$ cat src/core/cab_pkg.sv
// Package: constants and carriers for the execute block
package cab_pkg;
   // *********************************************
   // Status flag bit positions
   // *********************************************
   localparam int FLG_C = 0;
   localparam int FLG_Z = 1;
   localparam int FLG_N = 2;
   localparam int FLG_V = 3;
   localparam int FLG_S = 4;
   localparam int FLG_H = 5;
   localparam int FLG_T = 6;
   localparam int FLG_I = 7;
   localparam logic [7:0]  FLAGS_RST = 8'h00;
   localparam logic [15:0] PC_RST    = 16'h0000;
   // *********************************************
   // Cycle counts
   // *********************************************
   localparam logic [2:0] CYC_ONE   = 3'h1;
   localparam logic [2:0] CYC_TWO   = 3'h2;
   localparam logic [2:0] CYC_THREE = 3'h3;
   localparam logic [2:0] CYC_FOUR  = 3'h4;
   localparam logic [15:0] PC_STEP  = 16'h0001;

   typedef enum logic [4:0] {
      OP_ADD, OP_ADC, OP_SUB, OP_SBC, OP_BYTE_SUB_IMM, OP_SUB_CARRY_IMM,
      OP_AND_IMM, OP_OR_IMM, OP_SET_MASK, OP_CLEAR_MASK, OP_TEST,
      OP_WORD_ADD_IMM, OP_WORD_SUB_IMM, OP_COMPARE_IMM,
      OP_POINTER_JUMP, OP_POINTER_CALL, OP_COMPARE_SKIP_EQ,
      OP_SKIP_REG_BIT, OP_SKIP_IO_BIT, OP_BRANCH_FLAG,
      OP_BRANCH_SIGNED_GE, OP_BRANCH_UNSIGNED_GE, OP_RETURN, OP_INT_RETURN,
      OP_NOP
   } cab_op_t;

   // One decoded instruction from the fetch side
   typedef struct packed {
      cab_op_t     op;
      logic [4:0]  dst;
      logic [4:0]  src;
      logic [7:0]  imm;
      logic [2:0]  bitsel;
      logic        polarity;
      logic [15:0] offset;
      logic        next_two_word;
   } cab_instr_t;

   // Register file write request
   typedef struct packed {
      logic       we;
      logic [4:0] addr;
      logic [7:0] data;
   } cab_wr_t;
endpackage

$ cat src/core/cab_alu.sv
// Combinational 8-bit arithmetic and logic unit with flag outputs
`timescale 1ns/100ps
module cab_alu
   import cab_pkg::*;
(
   input  wire cab_op_t    op,
   input  wire logic [7:0] a,
   input  wire logic [7:0] b,
   input  wire logic [7:0] flags_in,
   output logic [7:0]      res,
   output logic [7:0]      flags_out
);
   logic [8:0] sum;
   logic [4:0] half;
   logic       cin;
   logic       is_sub;
   logic       is_logic;
   logic       keep_z;

   always_comb
   begin
      cin      = 1'b0;
      is_sub   = 1'b0;
      is_logic = 1'b0;
      keep_z   = 1'b0;
      sum      = 9'h000;
      half     = 5'h00;
      res      = a;
      case (op)
         OP_ADD, OP_ADC:
         begin
            cin  = (op == OP_ADC) ? flags_in[FLG_C] : 1'b0;
            sum  = {1'b0, a} + {1'b0, b} + {8'h00, cin};
            half = {1'b0, a[3:0]} + {1'b0, b[3:0]} + {4'h0, cin};
            res  = sum[7:0];
         end
         OP_SUB, OP_SBC, OP_BYTE_SUB_IMM, OP_SUB_CARRY_IMM, OP_COMPARE_IMM:
         begin
            is_sub = 1'b1;
            cin    = (op == OP_SBC || op == OP_SUB_CARRY_IMM) ? flags_in[FLG_C] : 1'b0;
            keep_z = (op == OP_SBC || op == OP_SUB_CARRY_IMM);
            sum    = {1'b0, a} - {1'b0, b} - {8'h00, cin};
            half   = {1'b0, a[3:0]} - {1'b0, b[3:0]} - {4'h0, cin};
            res    = sum[7:0];
         end
         OP_AND_IMM, OP_TEST:
         begin
            is_logic = 1'b1;
            res      = a & b;
         end
         OP_OR_IMM, OP_SET_MASK:
         begin
            is_logic = 1'b1;
            res      = a | b;
         end
         OP_CLEAR_MASK:
         begin
            is_logic = 1'b1;
            res      = a & (8'hFF - b);
         end
         default:
         begin
            res = a;
         end
      endcase
   end

   logic v_add;
   logic v_sub;
   logic z_new;
   assign v_add = (a[7] & b[7] & ~res[7]) | (~a[7] & ~b[7] & res[7]);
   assign v_sub = (a[7] & ~b[7] & ~res[7]) | (~a[7] & b[7] & res[7]);
   // Carry-chained subtracts only ever clear zero, for multi-byte compares
   assign z_new = keep_z ? ((res == 8'h00) & flags_in[FLG_Z]) : (res == 8'h00);

   always_comb
   begin
      flags_out = flags_in;
      flags_out[FLG_Z] = z_new;
      flags_out[FLG_N] = res[7];
      if (is_logic)
      begin
         flags_out[FLG_V] = 1'b0;
      end
      else
      begin
         flags_out[FLG_V] = is_sub ? v_sub : v_add;
         flags_out[FLG_C] = sum[8];
         flags_out[FLG_H] = half[4];
      end
      flags_out[FLG_S] = flags_out[FLG_N] ^ flags_out[FLG_V];
   end
endmodule

$ cat src/core/cab_execute.sv
// Execute stage for arithmetic, logic, compare, skip, jump, call and branch
// *********************************************
// Contract
// - Register add with/without carry, flags, 1 cycle
// - Word add immediate on pair, 2 cycles
// - Word subtract immediate on pair, 2 cycles
// - Byte subtract immediate, flags, 1 cycle
// - Register subtract with carry, 1 cycle
// - Immediate subtract with carry, 1 cycle
// - AND immediate, Z N V S only
// - OR immediate, Z N V S only
// - Set mask bits via OR, 1 cycle
// - Clear mask bits via AND complement
// - Test register: AND self, flags only
// - Pointer jump loads PC, 2 cycles
// - Pointer call pushes return, 3 cycles
// - Compare skip equal skips next instruction
// - Compare immediate sets flags, no write
// - Skip on general register bit match
// - Skip on I/O register bit match
// - Branch on selected status bit, PC+k+1
// - Signed branch on N xor V
// - Unsigned branch on carry flag
// - Half-carry, T, V branches on flag value
// - Interrupt-state branch on I flag
// *********************************************
`timescale 1ns/100ps
module cab_execute
   import cab_pkg::*;
(
   input  wire logic        mclk,
   input  wire logic        sys_rst,
   input  wire logic        instr_valid,
   input  wire cab_instr_t  instr,
   input  wire logic [7:0]  dst_data,
   input  wire logic [7:0]  src_data,
   input  wire logic [7:0]  pair_hi_data,
   input  wire logic [15:0] pointer_data,
   input  wire logic [7:0]  io_data,
   input  wire logic [15:0] stack_data,
   output logic             busy_r,
   output logic             done_r,
   output logic [15:0]      pc_r,
   output logic [7:0]       status_flags_register,
   output cab_wr_t          wr_lo_r,
   output cab_wr_t          wr_hi_r,
   output logic             push_r,
   output logic [15:0]      push_data_r,
   output logic             pop_r
);
   // *********************************************
   // Shared helpers
   // *********************************************
   function automatic logic [15:0] pc_rel(input logic [15:0] pc, input logic [15:0] k);
      pc_rel = pc + k + PC_STEP;
   endfunction

   // *********************************************
   // Decode and condition evaluation
   // *********************************************
   cab_op_t    op;
   logic [7:0] alu_b;
   logic [7:0] alu_res;
   logic [7:0] alu_flags;
   logic       is_alu;
   logic       alu_writes;
   logic       is_word;
   logic       is_skip;
   logic       is_branch;
   logic       cond;
   logic       flag_bit;

   assign op = instr.op;
   assign is_alu = (op == OP_ADD) || (op == OP_ADC) || (op == OP_SUB) || (op == OP_SBC)
                   || (op == OP_BYTE_SUB_IMM) || (op == OP_SUB_CARRY_IMM) || (op == OP_AND_IMM)
                   || (op == OP_OR_IMM) || (op == OP_SET_MASK) || (op == OP_CLEAR_MASK)
                   || (op == OP_TEST) || (op == OP_COMPARE_IMM);
   // Compare and test only touch flags
   assign alu_writes = is_alu && (op != OP_COMPARE_IMM) && (op != OP_TEST);
   assign alu_b = (op == OP_ADD || op == OP_ADC || op == OP_SUB || op == OP_SBC) ? src_data
                : (op == OP_TEST) ? dst_data : instr.imm;
   assign is_word = (op == OP_WORD_ADD_IMM) || (op == OP_WORD_SUB_IMM);
   assign is_skip = (op == OP_COMPARE_SKIP_EQ) || (op == OP_SKIP_REG_BIT) || (op == OP_SKIP_IO_BIT);
   assign is_branch = (op == OP_BRANCH_FLAG) || (op == OP_BRANCH_SIGNED_GE)
                      || (op == OP_BRANCH_UNSIGNED_GE);

   cab_alu u_alu
   (
      .op        (op),
      .a         (dst_data),
      .b         (alu_b),
      .flags_in  (status_flags_register),
      .res       (alu_res),
      .flags_out (alu_flags)
   );

   // Generic flag index covers Z, C, N, H, T, V and I branches
   assign flag_bit = status_flags_register[instr.bitsel];

   always_comb
   begin
      case (op)
         OP_COMPARE_SKIP_EQ:    cond = (dst_data == src_data);
         OP_SKIP_REG_BIT:       cond = (src_data[instr.bitsel] == instr.polarity);
         OP_SKIP_IO_BIT:        cond = (io_data[instr.bitsel] == instr.polarity);
         OP_BRANCH_FLAG:        cond = (flag_bit == instr.polarity);
         // Polarity 0 is the greater-or-equal form: taken while the tested value is 0
         OP_BRANCH_SIGNED_GE:   cond = ((status_flags_register[FLG_N] ^ status_flags_register[FLG_V])
                                        == instr.polarity);
         OP_BRANCH_UNSIGNED_GE: cond = (status_flags_register[FLG_C] == instr.polarity);
         default:               cond = 1'b0;
      endcase
   end

   // Word arithmetic on the high:low pair
   logic [15:0] word_in;
   logic [15:0] word_res;
   logic [7:0]  word_flags;
   assign word_in  = {pair_hi_data, dst_data};
   assign word_res = (op == OP_WORD_ADD_IMM) ? word_in + {8'h00, instr.imm}
                                             : word_in - {8'h00, instr.imm};
   always_comb
   begin
      word_flags = status_flags_register;
      word_flags[FLG_Z] = (word_res == 16'h0000);
      word_flags[FLG_N] = word_res[15];
      if (op == OP_WORD_ADD_IMM)
      begin
         word_flags[FLG_V] = ~word_in[15] & word_res[15];
         word_flags[FLG_C] = word_in[15] & ~word_res[15];
      end
      else
      begin
         word_flags[FLG_V] = word_in[15] & ~word_res[15];
         word_flags[FLG_C] = ~word_in[15] & word_res[15];
      end
      word_flags[FLG_S] = word_flags[FLG_N] ^ word_flags[FLG_V];
   end

   // *********************************************
   // Cycle count and next program counter
   // *********************************************
   logic [2:0]  cycles;
   logic [15:0] pc_target;
   logic [15:0] pc_seq;
   assign pc_seq = pc_r + PC_STEP;

   always_comb
   begin
      cycles    = CYC_ONE;
      pc_target = pc_seq;
      case (op)
         OP_WORD_ADD_IMM, OP_WORD_SUB_IMM: cycles = CYC_TWO;
         OP_POINTER_JUMP:
         begin
            cycles    = CYC_TWO;
            pc_target = pointer_data;
         end
         OP_POINTER_CALL:
         begin
            cycles    = CYC_THREE;
            pc_target = pointer_data;
         end
         OP_RETURN, OP_INT_RETURN:
         begin
            cycles    = CYC_FOUR;
            pc_target = stack_data;
         end
         OP_COMPARE_SKIP_EQ, OP_SKIP_REG_BIT, OP_SKIP_IO_BIT:
         begin
            if (cond)
            begin
               // Skipping a two-word instruction costs one more fetch
               cycles    = instr.next_two_word ? CYC_THREE : CYC_TWO;
               pc_target = instr.next_two_word ? pc_r + 16'h0003 : pc_r + 16'h0002;
            end
         end
         OP_BRANCH_FLAG, OP_BRANCH_SIGNED_GE, OP_BRANCH_UNSIGNED_GE:
         begin
            if (cond)
            begin
               cycles    = CYC_TWO;
               pc_target = pc_rel(pc_r, instr.offset);
            end
         end
         default: cycles = CYC_ONE;
      endcase
   end

   // *********************************************
   // Sequencer
   // *********************************************
   typedef enum logic [0:0] {ST_IDLE, ST_WAIT} cab_state_t;
   cab_state_t  state_r;
   logic [2:0]  cnt_r;
   logic [15:0] pc_hold_r;
   logic        start;
   assign start = (state_r == ST_IDLE) && instr_valid;

   always_ff @(posedge mclk)
   begin
      if (sys_rst)
      begin
         state_r     <= ST_IDLE;
         cnt_r       <= 3'h0;
         pc_hold_r   <= PC_RST;
         pc_r        <= PC_RST;
         busy_r      <= 1'b0;
         done_r      <= 1'b0;
         push_r      <= 1'b0;
         pop_r       <= 1'b0;
         push_data_r <= PC_RST;
         wr_lo_r     <= '0;
         wr_hi_r     <= '0;
         status_flags_register <= FLAGS_RST;
      end
      else
      begin
         done_r  <= 1'b0;
         push_r  <= 1'b0;
         pop_r   <= 1'b0;
         wr_lo_r <= '0;
         wr_hi_r <= '0;
         case (state_r)
            ST_IDLE:
            begin
               if (start)
               begin
                  if (is_alu)
                  begin
                     status_flags_register <= alu_flags;
                     wr_lo_r <= '{we: alu_writes, addr: instr.dst, data: alu_res};
                  end
                  if (is_word)
                  begin
                     status_flags_register <= word_flags;
                     wr_lo_r <= '{we: 1'b1, addr: instr.dst, data: word_res[7:0]};
                  end
                  if (op == OP_POINTER_CALL)
                  begin
                     push_r      <= 1'b1;
                     push_data_r <= pc_seq;
                  end
                  if (op == OP_RETURN || op == OP_INT_RETURN)
                  begin
                     pop_r <= 1'b1;
                  end
                  if (op == OP_INT_RETURN)
                  begin
                     status_flags_register[FLG_I] <= 1'b1;
                  end
                  if (cycles == CYC_ONE)
                  begin
                     pc_r   <= pc_target;
                     done_r <= 1'b1;
                  end
                  else
                  begin
                     state_r   <= ST_WAIT;
                     busy_r    <= 1'b1;
                     cnt_r     <= cycles - CYC_ONE;
                     pc_hold_r <= pc_target;
                  end
               end
            end
            ST_WAIT:
            begin
               if (is_word && cnt_r == CYC_ONE)
               begin
                  // High byte written in the second cycle
                  wr_hi_r <= '{we: 1'b1, addr: instr.dst + 5'h01, data: word_res[15:8]};
               end
               if (cnt_r == CYC_ONE)
               begin
                  state_r <= ST_IDLE;
                  busy_r  <= 1'b0;
                  done_r  <= 1'b1;
                  pc_r    <= pc_hold_r;
               end
               cnt_r <= cnt_r - CYC_ONE;
            end
            default: state_r <= ST_IDLE;
         endcase
      end
   end
endmodule

$ cat config.mk
export PLATFORM = sky130hd
export DESIGN_NAME = cab_execute
export DESIGN_NICKNAME = d
export VERILOG_FILES = /design/src/core/cab_pkg.sv /design/src/core/cab_alu.sv /design/src/core/cab_execute.sv
export SDC_FILE = /design/constraint.sdc
export NUM_CORES = 1
export LEC_CHECK = 0
export CORE_MARGIN = 2
export CORE_UTILIZATION = 35
export DETAILED_ROUTE_END_ITERATION = 16
export DONT_BUFFER_PORTS = 1
export PLACE_DENSITY = 0.58
export SETUP_SLACK_MARGIN = 0.4
export SLEW_MARGIN = 20
export SYNTH_ARGS = -nofsm -noshare
export SYNTH_HDL_FRONTEND = slang
export SYNTH_SLANG_ARGS = --single-unit
$ cat constraint.sdc
create_clock -name mclk -period 5.2 [get_ports mclk]
set_input_delay 0.52 -clock mclk [delete_from_list [all_inputs] [get_ports mclk]]
set_output_delay 0.52 -clock mclk [all_outputs]
set_load 0.01 [all_outputs]
==> flow_summary.toml, run 1 <==
[global_route]
grt_pass1_wl_um = 45800
antenna_found_initial = 0
use_met3 = 0.0684
grt_usage = 0.226
groute.layer.met1.usage = 0.271
grt.busiest_layer = "met2"
met2_usage = 0.389
grt_pass1_vias = 8090
grt_max_degree = 59
overflow = 0

[worst_hold_path]
whs_path_depth = 1
worstHoldPathType = "input port to register"

[run_status]
outcome = "finished clean"

[place]
portBuffers = 0
hpwl_um = 23100
gp_congestion = 0.982

[power]
powerDensity_nw_per_um2 = 244
finalPower_mw = 2.22
ir_drop_v = 0.000123
leakagePower_nw = 3.55

[run]
drv_cap = 0

[setup_path]
worstPathMaxFanout = 22
critPathRequiredTime_ns = 5.42
startpoint_type = "input port"
crit_type = "input port to register"
arrival_ns = 4.61
worst-r2r-cell-count = 16
cp-end-kind = "register"

[die]
fp-row-count = 57
die_w_um = 161
io_pins = 183
core-area_um2 = 24200
die-height_um = 161
start_util = 0.355
die_area_um2 = 25800

[drt]
drt_first_pass_iters = 5
vias = 8400
ant_nets = 0
wl_um = 29600
drc = 0
drtIter0Drc = 685
vias_per_cell = 5.81
routedWlPerCell_um = 20.5

[yosys]
synth_edf_count = 0
synth.largest_area_cell = "dfxtp_1"
netlist.area_leader.share = 0.212
syn_nets = 1347
synthCells = 1159
async_flop_share = 0
synthDistinctLibCells = 77
synth_area_leaders = "dfxtp_1 (21%), ha_1 (10%), nor2_1 (5.9%)"
yosysSeqAreaShare = 0.212
ys_warn_count = 0
ys_ff_latch = 91
synth.avg_cell_area_um2 = 7.42
synth_area_um2 = 8600
synthFlopType = "dfxtp_1"

[clocking]
clock_latency_ns = 0.34
htree_levels = 3
clock-sinks = 91
clk_path_buf_depth = 2
root_buffer = "clkbuf_16"
cts_buffers = 9
cts.clk_slew.worst_paths_ns = 0.06
cts_tree = "built"

[cells_and_area]
mostFrequentLayoutCells = "nor2_1 (135), nand2_1 (101), a21oi_1 (100)"
multi_input_area_um2 = 6270
seq_area_um2 = 1820
fillers = 2587
final_nets = 1306
drive_above_1_share = 0.0454
area_delta_synth_final_pct = 6.17
mostFrequentLayoutCell = "nor2_1"
diodes = 0

[sta]
skew_ns = 0.00895
period_needed_ns = 4.39
grt_setup_unrepaired = "false"
finalSetupTns_ns = 0
slew_viol_final = 0
period_share = 0.844
worstMarginPinSlew_ns = 0.861
finalSetupViolCount = 0
relSlewSlack = 0.426
max_freq_ghz = 0.228
hold_violations = 0
==> layer usage <==
| metal | share of wire | vias up |
|---|---|---|
| met1 | 0.40 | 3885 |
| met4 | 0.025 | 0 |
| met5 | 0 | - |
| met3 | 0.098 | 50 |
| met2 | 0.48 | 377 |
| li1 | - | 4088 |
==> final cells by class <==
| class | count | area share |
|---|---|---|
| inverter | 57 | 0.0234 |
| multi-input combinational | 943 | 0.687 |
| clock buffer | 10 | 0.0262 |
| tap | 324 | 0.0444 |
| timing repair buffer | 16 | 0.0132 |
| clock inverter | 6 | 0.00603 |
| sequential | 91 | 0.200 |
==> cells by family (layout without fill, tap and decap cells) <==
family,count (synthesis),after routing,share of synthesized area
fa+ha+maj,77,77,0.116
buf+inv,125,89,0.0592
mux,31,31,0.0461
xor+xnor,83,83,0.0846
other cells,1,1,0.000436
compound gates,336,336,0.254
simple gates,415,415,0.227
flops,91,91,0.212
==> worst paths after layout <==
kind | endpoint | from | slack, ns
setup / recovery | status_flags_register[4] | instr[41] | 0.81
hold / removal | wr_hi_r[8] | instr[34] | 0.24
setup reg to reg | status_flags_register[4] | status_flags_register[0] | 0.97
hold reg to reg | pc_hold_r[1] | pc_hold_r[1] | 0.45
==> critical path, cell delays in order <==
cell and delay (ns):
nor3b_1 0.39, nand2_1 0.32, a21oi_1 0.26, a21oi_2 0.10, xor2_1 0.17, ha_1 0.19
o21bai_1 0.19, ha_1 0.33, o21a_1 0.13, o21ai_0 0.15, a2111oi_1 0.54, nor3_1 0.10
o32a_1 0.40, a32oi_1 0.22, o21ai_1 0.11, xnor2_1 0.13, a221oi_1 0.24, nor3_1 0.07
==> registers in the layout, summed over array words and instances, names as in the netlist <==
| signal | flops |
|---|---|
| pc_r | 16 |
| push_r | 1 |
| wr_lo_r | 14 |
| busy_r | 1 |
| done_r | 1 |
| pop_r | 1 |
| cnt_r | 3 |
| wr_hi_r | 14 |
| pc_hold_r | 16 |
| state_r | 1 |
| push_data_r | 16 |
| status_flags_register | 7 |
==> synth_stat cells (4+ instances only) <==
| cell | n |
|---|---|
| nand4_1 | 8 |
| nor3_1 | 37 |
| o22ai_1 | 13 |
| o21a_1 | 12 |
| or3_1 | 10 |
| and2_1 | 15 |
| fa_1 | 5 |
| a21oi_1 | 100 |
| mux2i_1 | 25 |
| buf_4 | 4 |
| a31oi_1 | 18 |
| mux4_1 | 5 |
| o21ai_0 | 62 |
| nor2b_1 | 20 |
| nand2_1 | 101 |
| clkbuf_1 | 50 |
| o221ai_1 | 13 |
| xnor2_1 | 56 |
| nor4_1 | 12 |
| o41ai_1 | 4 |
| buf_2 | 8 |
| a21o_1 | 8 |
| xor2_1 | 27 |
| dfxtp_1 | 91 |
| and3_1 | 11 |
| o21bai_1 | 9 |
| buf_1 | 4 |
| a22oi_1 | 4 |
| o31ai_1 | 5 |
| nor2_1 | 135 |
| o32ai_1 | 4 |
| a211oi_1 | 24 |
| a221oi_1 | 8 |
| o21ai_1 | 5 |
| nand2b_1 | 18 |
| or2_2 | 4 |
| nand3_1 | 27 |
| ha_1 | 72 |
| inv_1 | 56 |
==> through the flow <==
stage / std cells / cell area, um^2 / utilization / hold slack [ns] / setup WS [ns]
floorplan: 1159 / 8600 / - / 0.436 / 0.687
global placement: 1431 / 8830 / 0.364 / 0.436 / 0.517
detailed placement: 1431 / 8830 / 0.364 / 0.442 / 0.443
CTS: 1447 / 9130 / 0.376 / 0.227 / 0.795
global route: 1447 / 9130 / 0.376 / 0.224 / 0.491
finish: 1447 / 9130 / 0.376 / 0.243 / 0.813
==> power breakdown <==
group	total, mW	leakage (nW)	switching [mW]	internal (mW)
Sequential	0.816	0.739	0.0813	0.734
Combinational	0.750	2.66	0.446	0.304
Clock	0.658	0.152	0.276	0.382
==> what timing repair did <==
item                                    4_1_cts  5_1_grt
resized for setup                             0        1
endpoints found under the setup margin        0        1
hold buffers                                  0        0
setup buffers                                 0        0
No activity file was read; power rests on OpenSTA's default activity.
==> run 2: changes to the inputs <==
--- a/config.mk
+++ b/config.mk
@@ -9,7 +9,7 @@
 export CORE_UTILIZATION = 35
 export DETAILED_ROUTE_END_ITERATION = 16
 export DONT_BUFFER_PORTS = 1
-export PLACE_DENSITY = 0.58
+export PLACE_DENSITY = 0.6
 export SETUP_SLACK_MARGIN = 0.4
 export SLEW_MARGIN = 20
 export SYNTH_ARGS = -nofsm -noshare
==> constraint.sdc (replaced) <==
create_clock -name mclk -period 4 [get_ports mclk]
set_input_delay 0.4 -clock mclk [delete_from_list [all_inputs] [get_ports mclk]]
set_output_delay 0.4 -clock mclk [all_outputs]
set_load 0.01 [all_outputs]
==> flow_summary.toml, run 2 (synthesis gave the netlist of run 1 again) <==
[run_status]
outcome = "finished clean"

[setup_path]
arrival_ns = 3.75
worstPathMaxFanout = 22
reg2reg_from = "status_flags_register[0]"
startpoint_type = "input port"
crit_type = "input port to register"
max_stage_delay_ns = 0.44
cp-end-kind = "register"
cpMaxStageDelayCell = "or3b_4"
r2r_setup_slack_ns = 0.50
worst-r2r-cell-count = 17
path_cells = "or3b_4, buf_4, nor3_1, a21oi_1, a21oi_1, ha_1, inv_1, ha_2, nor3_2, a2111oi_4, nor3_1, o32a_1, o2111a_1, o21ai_1, xnor2_1, a221oi_2, nor3_1"
rr_endpoint = "status_flags_register[4]"
critPathRequiredTime_ns = 4.23
crit_top_cell = "nor3_1"

[worst_hold_path]
hp-start = "instr[34]"
min_to = "wr_hi_r[8]"
whs_path_depth = 1
worstHoldPathType = "input port to register"

[sta]
slew_viol_final = 0
hold_violations = 0
grt_setup_unrepaired = "true"
max_freq_ghz = 0.284
period_needed_ns = 3.52
worstMarginPinSlew_ns = 0.924
finalSetupViolCount = 0
skew_ns = 0.0109
period_share = 0.881
relSlewSlack = 0.378

[clocking]
cts.clk_slew.worst_paths_ns = 0.07
clock-sinks = 91
cts_tree = "built"
htree_levels = 3
root_buffer = "clkbuf_16"
clock_latency_ns = 0.34
cts_buffers = 9
cts.hold.buffers_added = 0
clk_path_buf_depth = 2

[die]
die-height_um = 161
die_w_um = 161
start_util = 0.355
io_pins = 183
die_area_um2 = 25800
core-area_um2 = 24200
fp-row-count = 57

[place]
dp.cells = 1477
dpl_cell_area_um2 = 9270
portBuffers = 0
hpwl_um = 23400
gp_congestion = 0.920

[drt]
drc = 0
wl_um = 29700
routedWlPerCell_um = 19.8
vias_per_cell = 5.70
vias = 8527
drtIter0Drc = 694
ant_nets = 0
drt_first_pass_iters = 5

[run]
drv_cap = 0

[cells_and_area]
finalNonFillerCells = 1497
design_area_um2 = 9840
mostFrequentLayoutCells = "nor2_1 (132), nand2_1 (97), a21oi_1 (91)"
final_nets = 1356
diodes = 0
area_delta_synth_final_pct = 14.5
mostFrequentLayoutCell = "nor2_1"
drive_above_1_share = 0.124
reg_top3 = "pc_hold_r x16, pc_r x16, push_data_r x16"

[power]
leakagePower_nw = 3.88
powerDensity_nw_per_um2 = 321
ir_drop_v = 0.000198

[global_route]
overflow = 0
grt_pass1_vias = 8045
grt_pass1_wl_um = 45200
antenna_found_initial = 0
grt_usage = 0.222
grt_max_degree = 59
## run 2: changes by cell type in the layout (fill, tap and decap cells not counted), moves of 3 or more
cell	delta
buf_4	+48
clkinv_2	-4
nor2_1	-3
a21oi_1	-9
a21oi_2	+8
nand2_2	+3
ha_4	+3
nor4_1	-4
nand2_1	-4
nor3_1	-3
nor4_2	+3
ha_1	-5
## run 2: metal layers
layer,vias up,share of wire,track usage
li1,4186,-,-
met1,3991,0.41,0.266
met2,311,0.49,0.389
met3,39,0.080,0.0635
met4,0,0.020,0.0564
met5,-,0,0
## run 2: how the worst max path moves through the flow
stage	start	end	slack (ns)
after CTS	instr[41]	status_flags_register[4]	0.34
after global placement	instr[41]	status_flags_register[4]	0.07
after detailed placement	instr[41]	status_flags_register[4]	0.003
after floorplan	instr[41]	status_flags_register[4]	-0.05
after global routing	instr[41]	status_flags_register[4]	0.29
final	instr[41]	status_flags_register[4]	0.48
## run 2: area by class of cell
class / instances / area [um^2]
multi-input combinational: 943 / 6540
fill: 2605 / 14400
timing repair buffer: 66 / 512
tap: 324 / 405
clock inverter: 7 / 124
clock buffer: 9 / 225
sequential: 91 / 1830
inverter: 57 / 214
## run 2: metrics by stage
step	power (mW)	util	setup TNS (ns)	setup slack [ns]	hold slack, ns
after floorplan	1.83	-	-0.0462	-0.0462	0.436
after global placement	2.11	0.382	0	0.0669	0.438
after detailed placement	2.12	0.382	0	0.00252	0.444
after CTS	3.13	0.398	0	0.344	0.114
after global routing	3.34	0.406	0	0.291	0.111
final	3.16	0.406	0	0.477	0.129
## run 2: critical path: cells and delay by family
kind                       cells  cell delay, ns
adders and majority gates      2            0.49
AOI/OAI and AO/OA              7            1.67
and+or+nand+nor                5            0.77
xor gates and xnor gates       1            0.12
buffers and inverters          2            0.27
## run 2: repair_timing
item / CTS / global route
setup buffers: 0 / 4
pin swaps: 0 / 16
setup endpoints to repair: 3 / 19
resized for setup: 4 / 35
## run 2: report_power, final
part	switching [mW]	total, mW	internal, mW	leakage [nW]
clock	0.375	0.993	0.618	0.172
combinational	0.665	1.15	0.483	2.97
sequential	0.0632	1.02	0.954	0.740
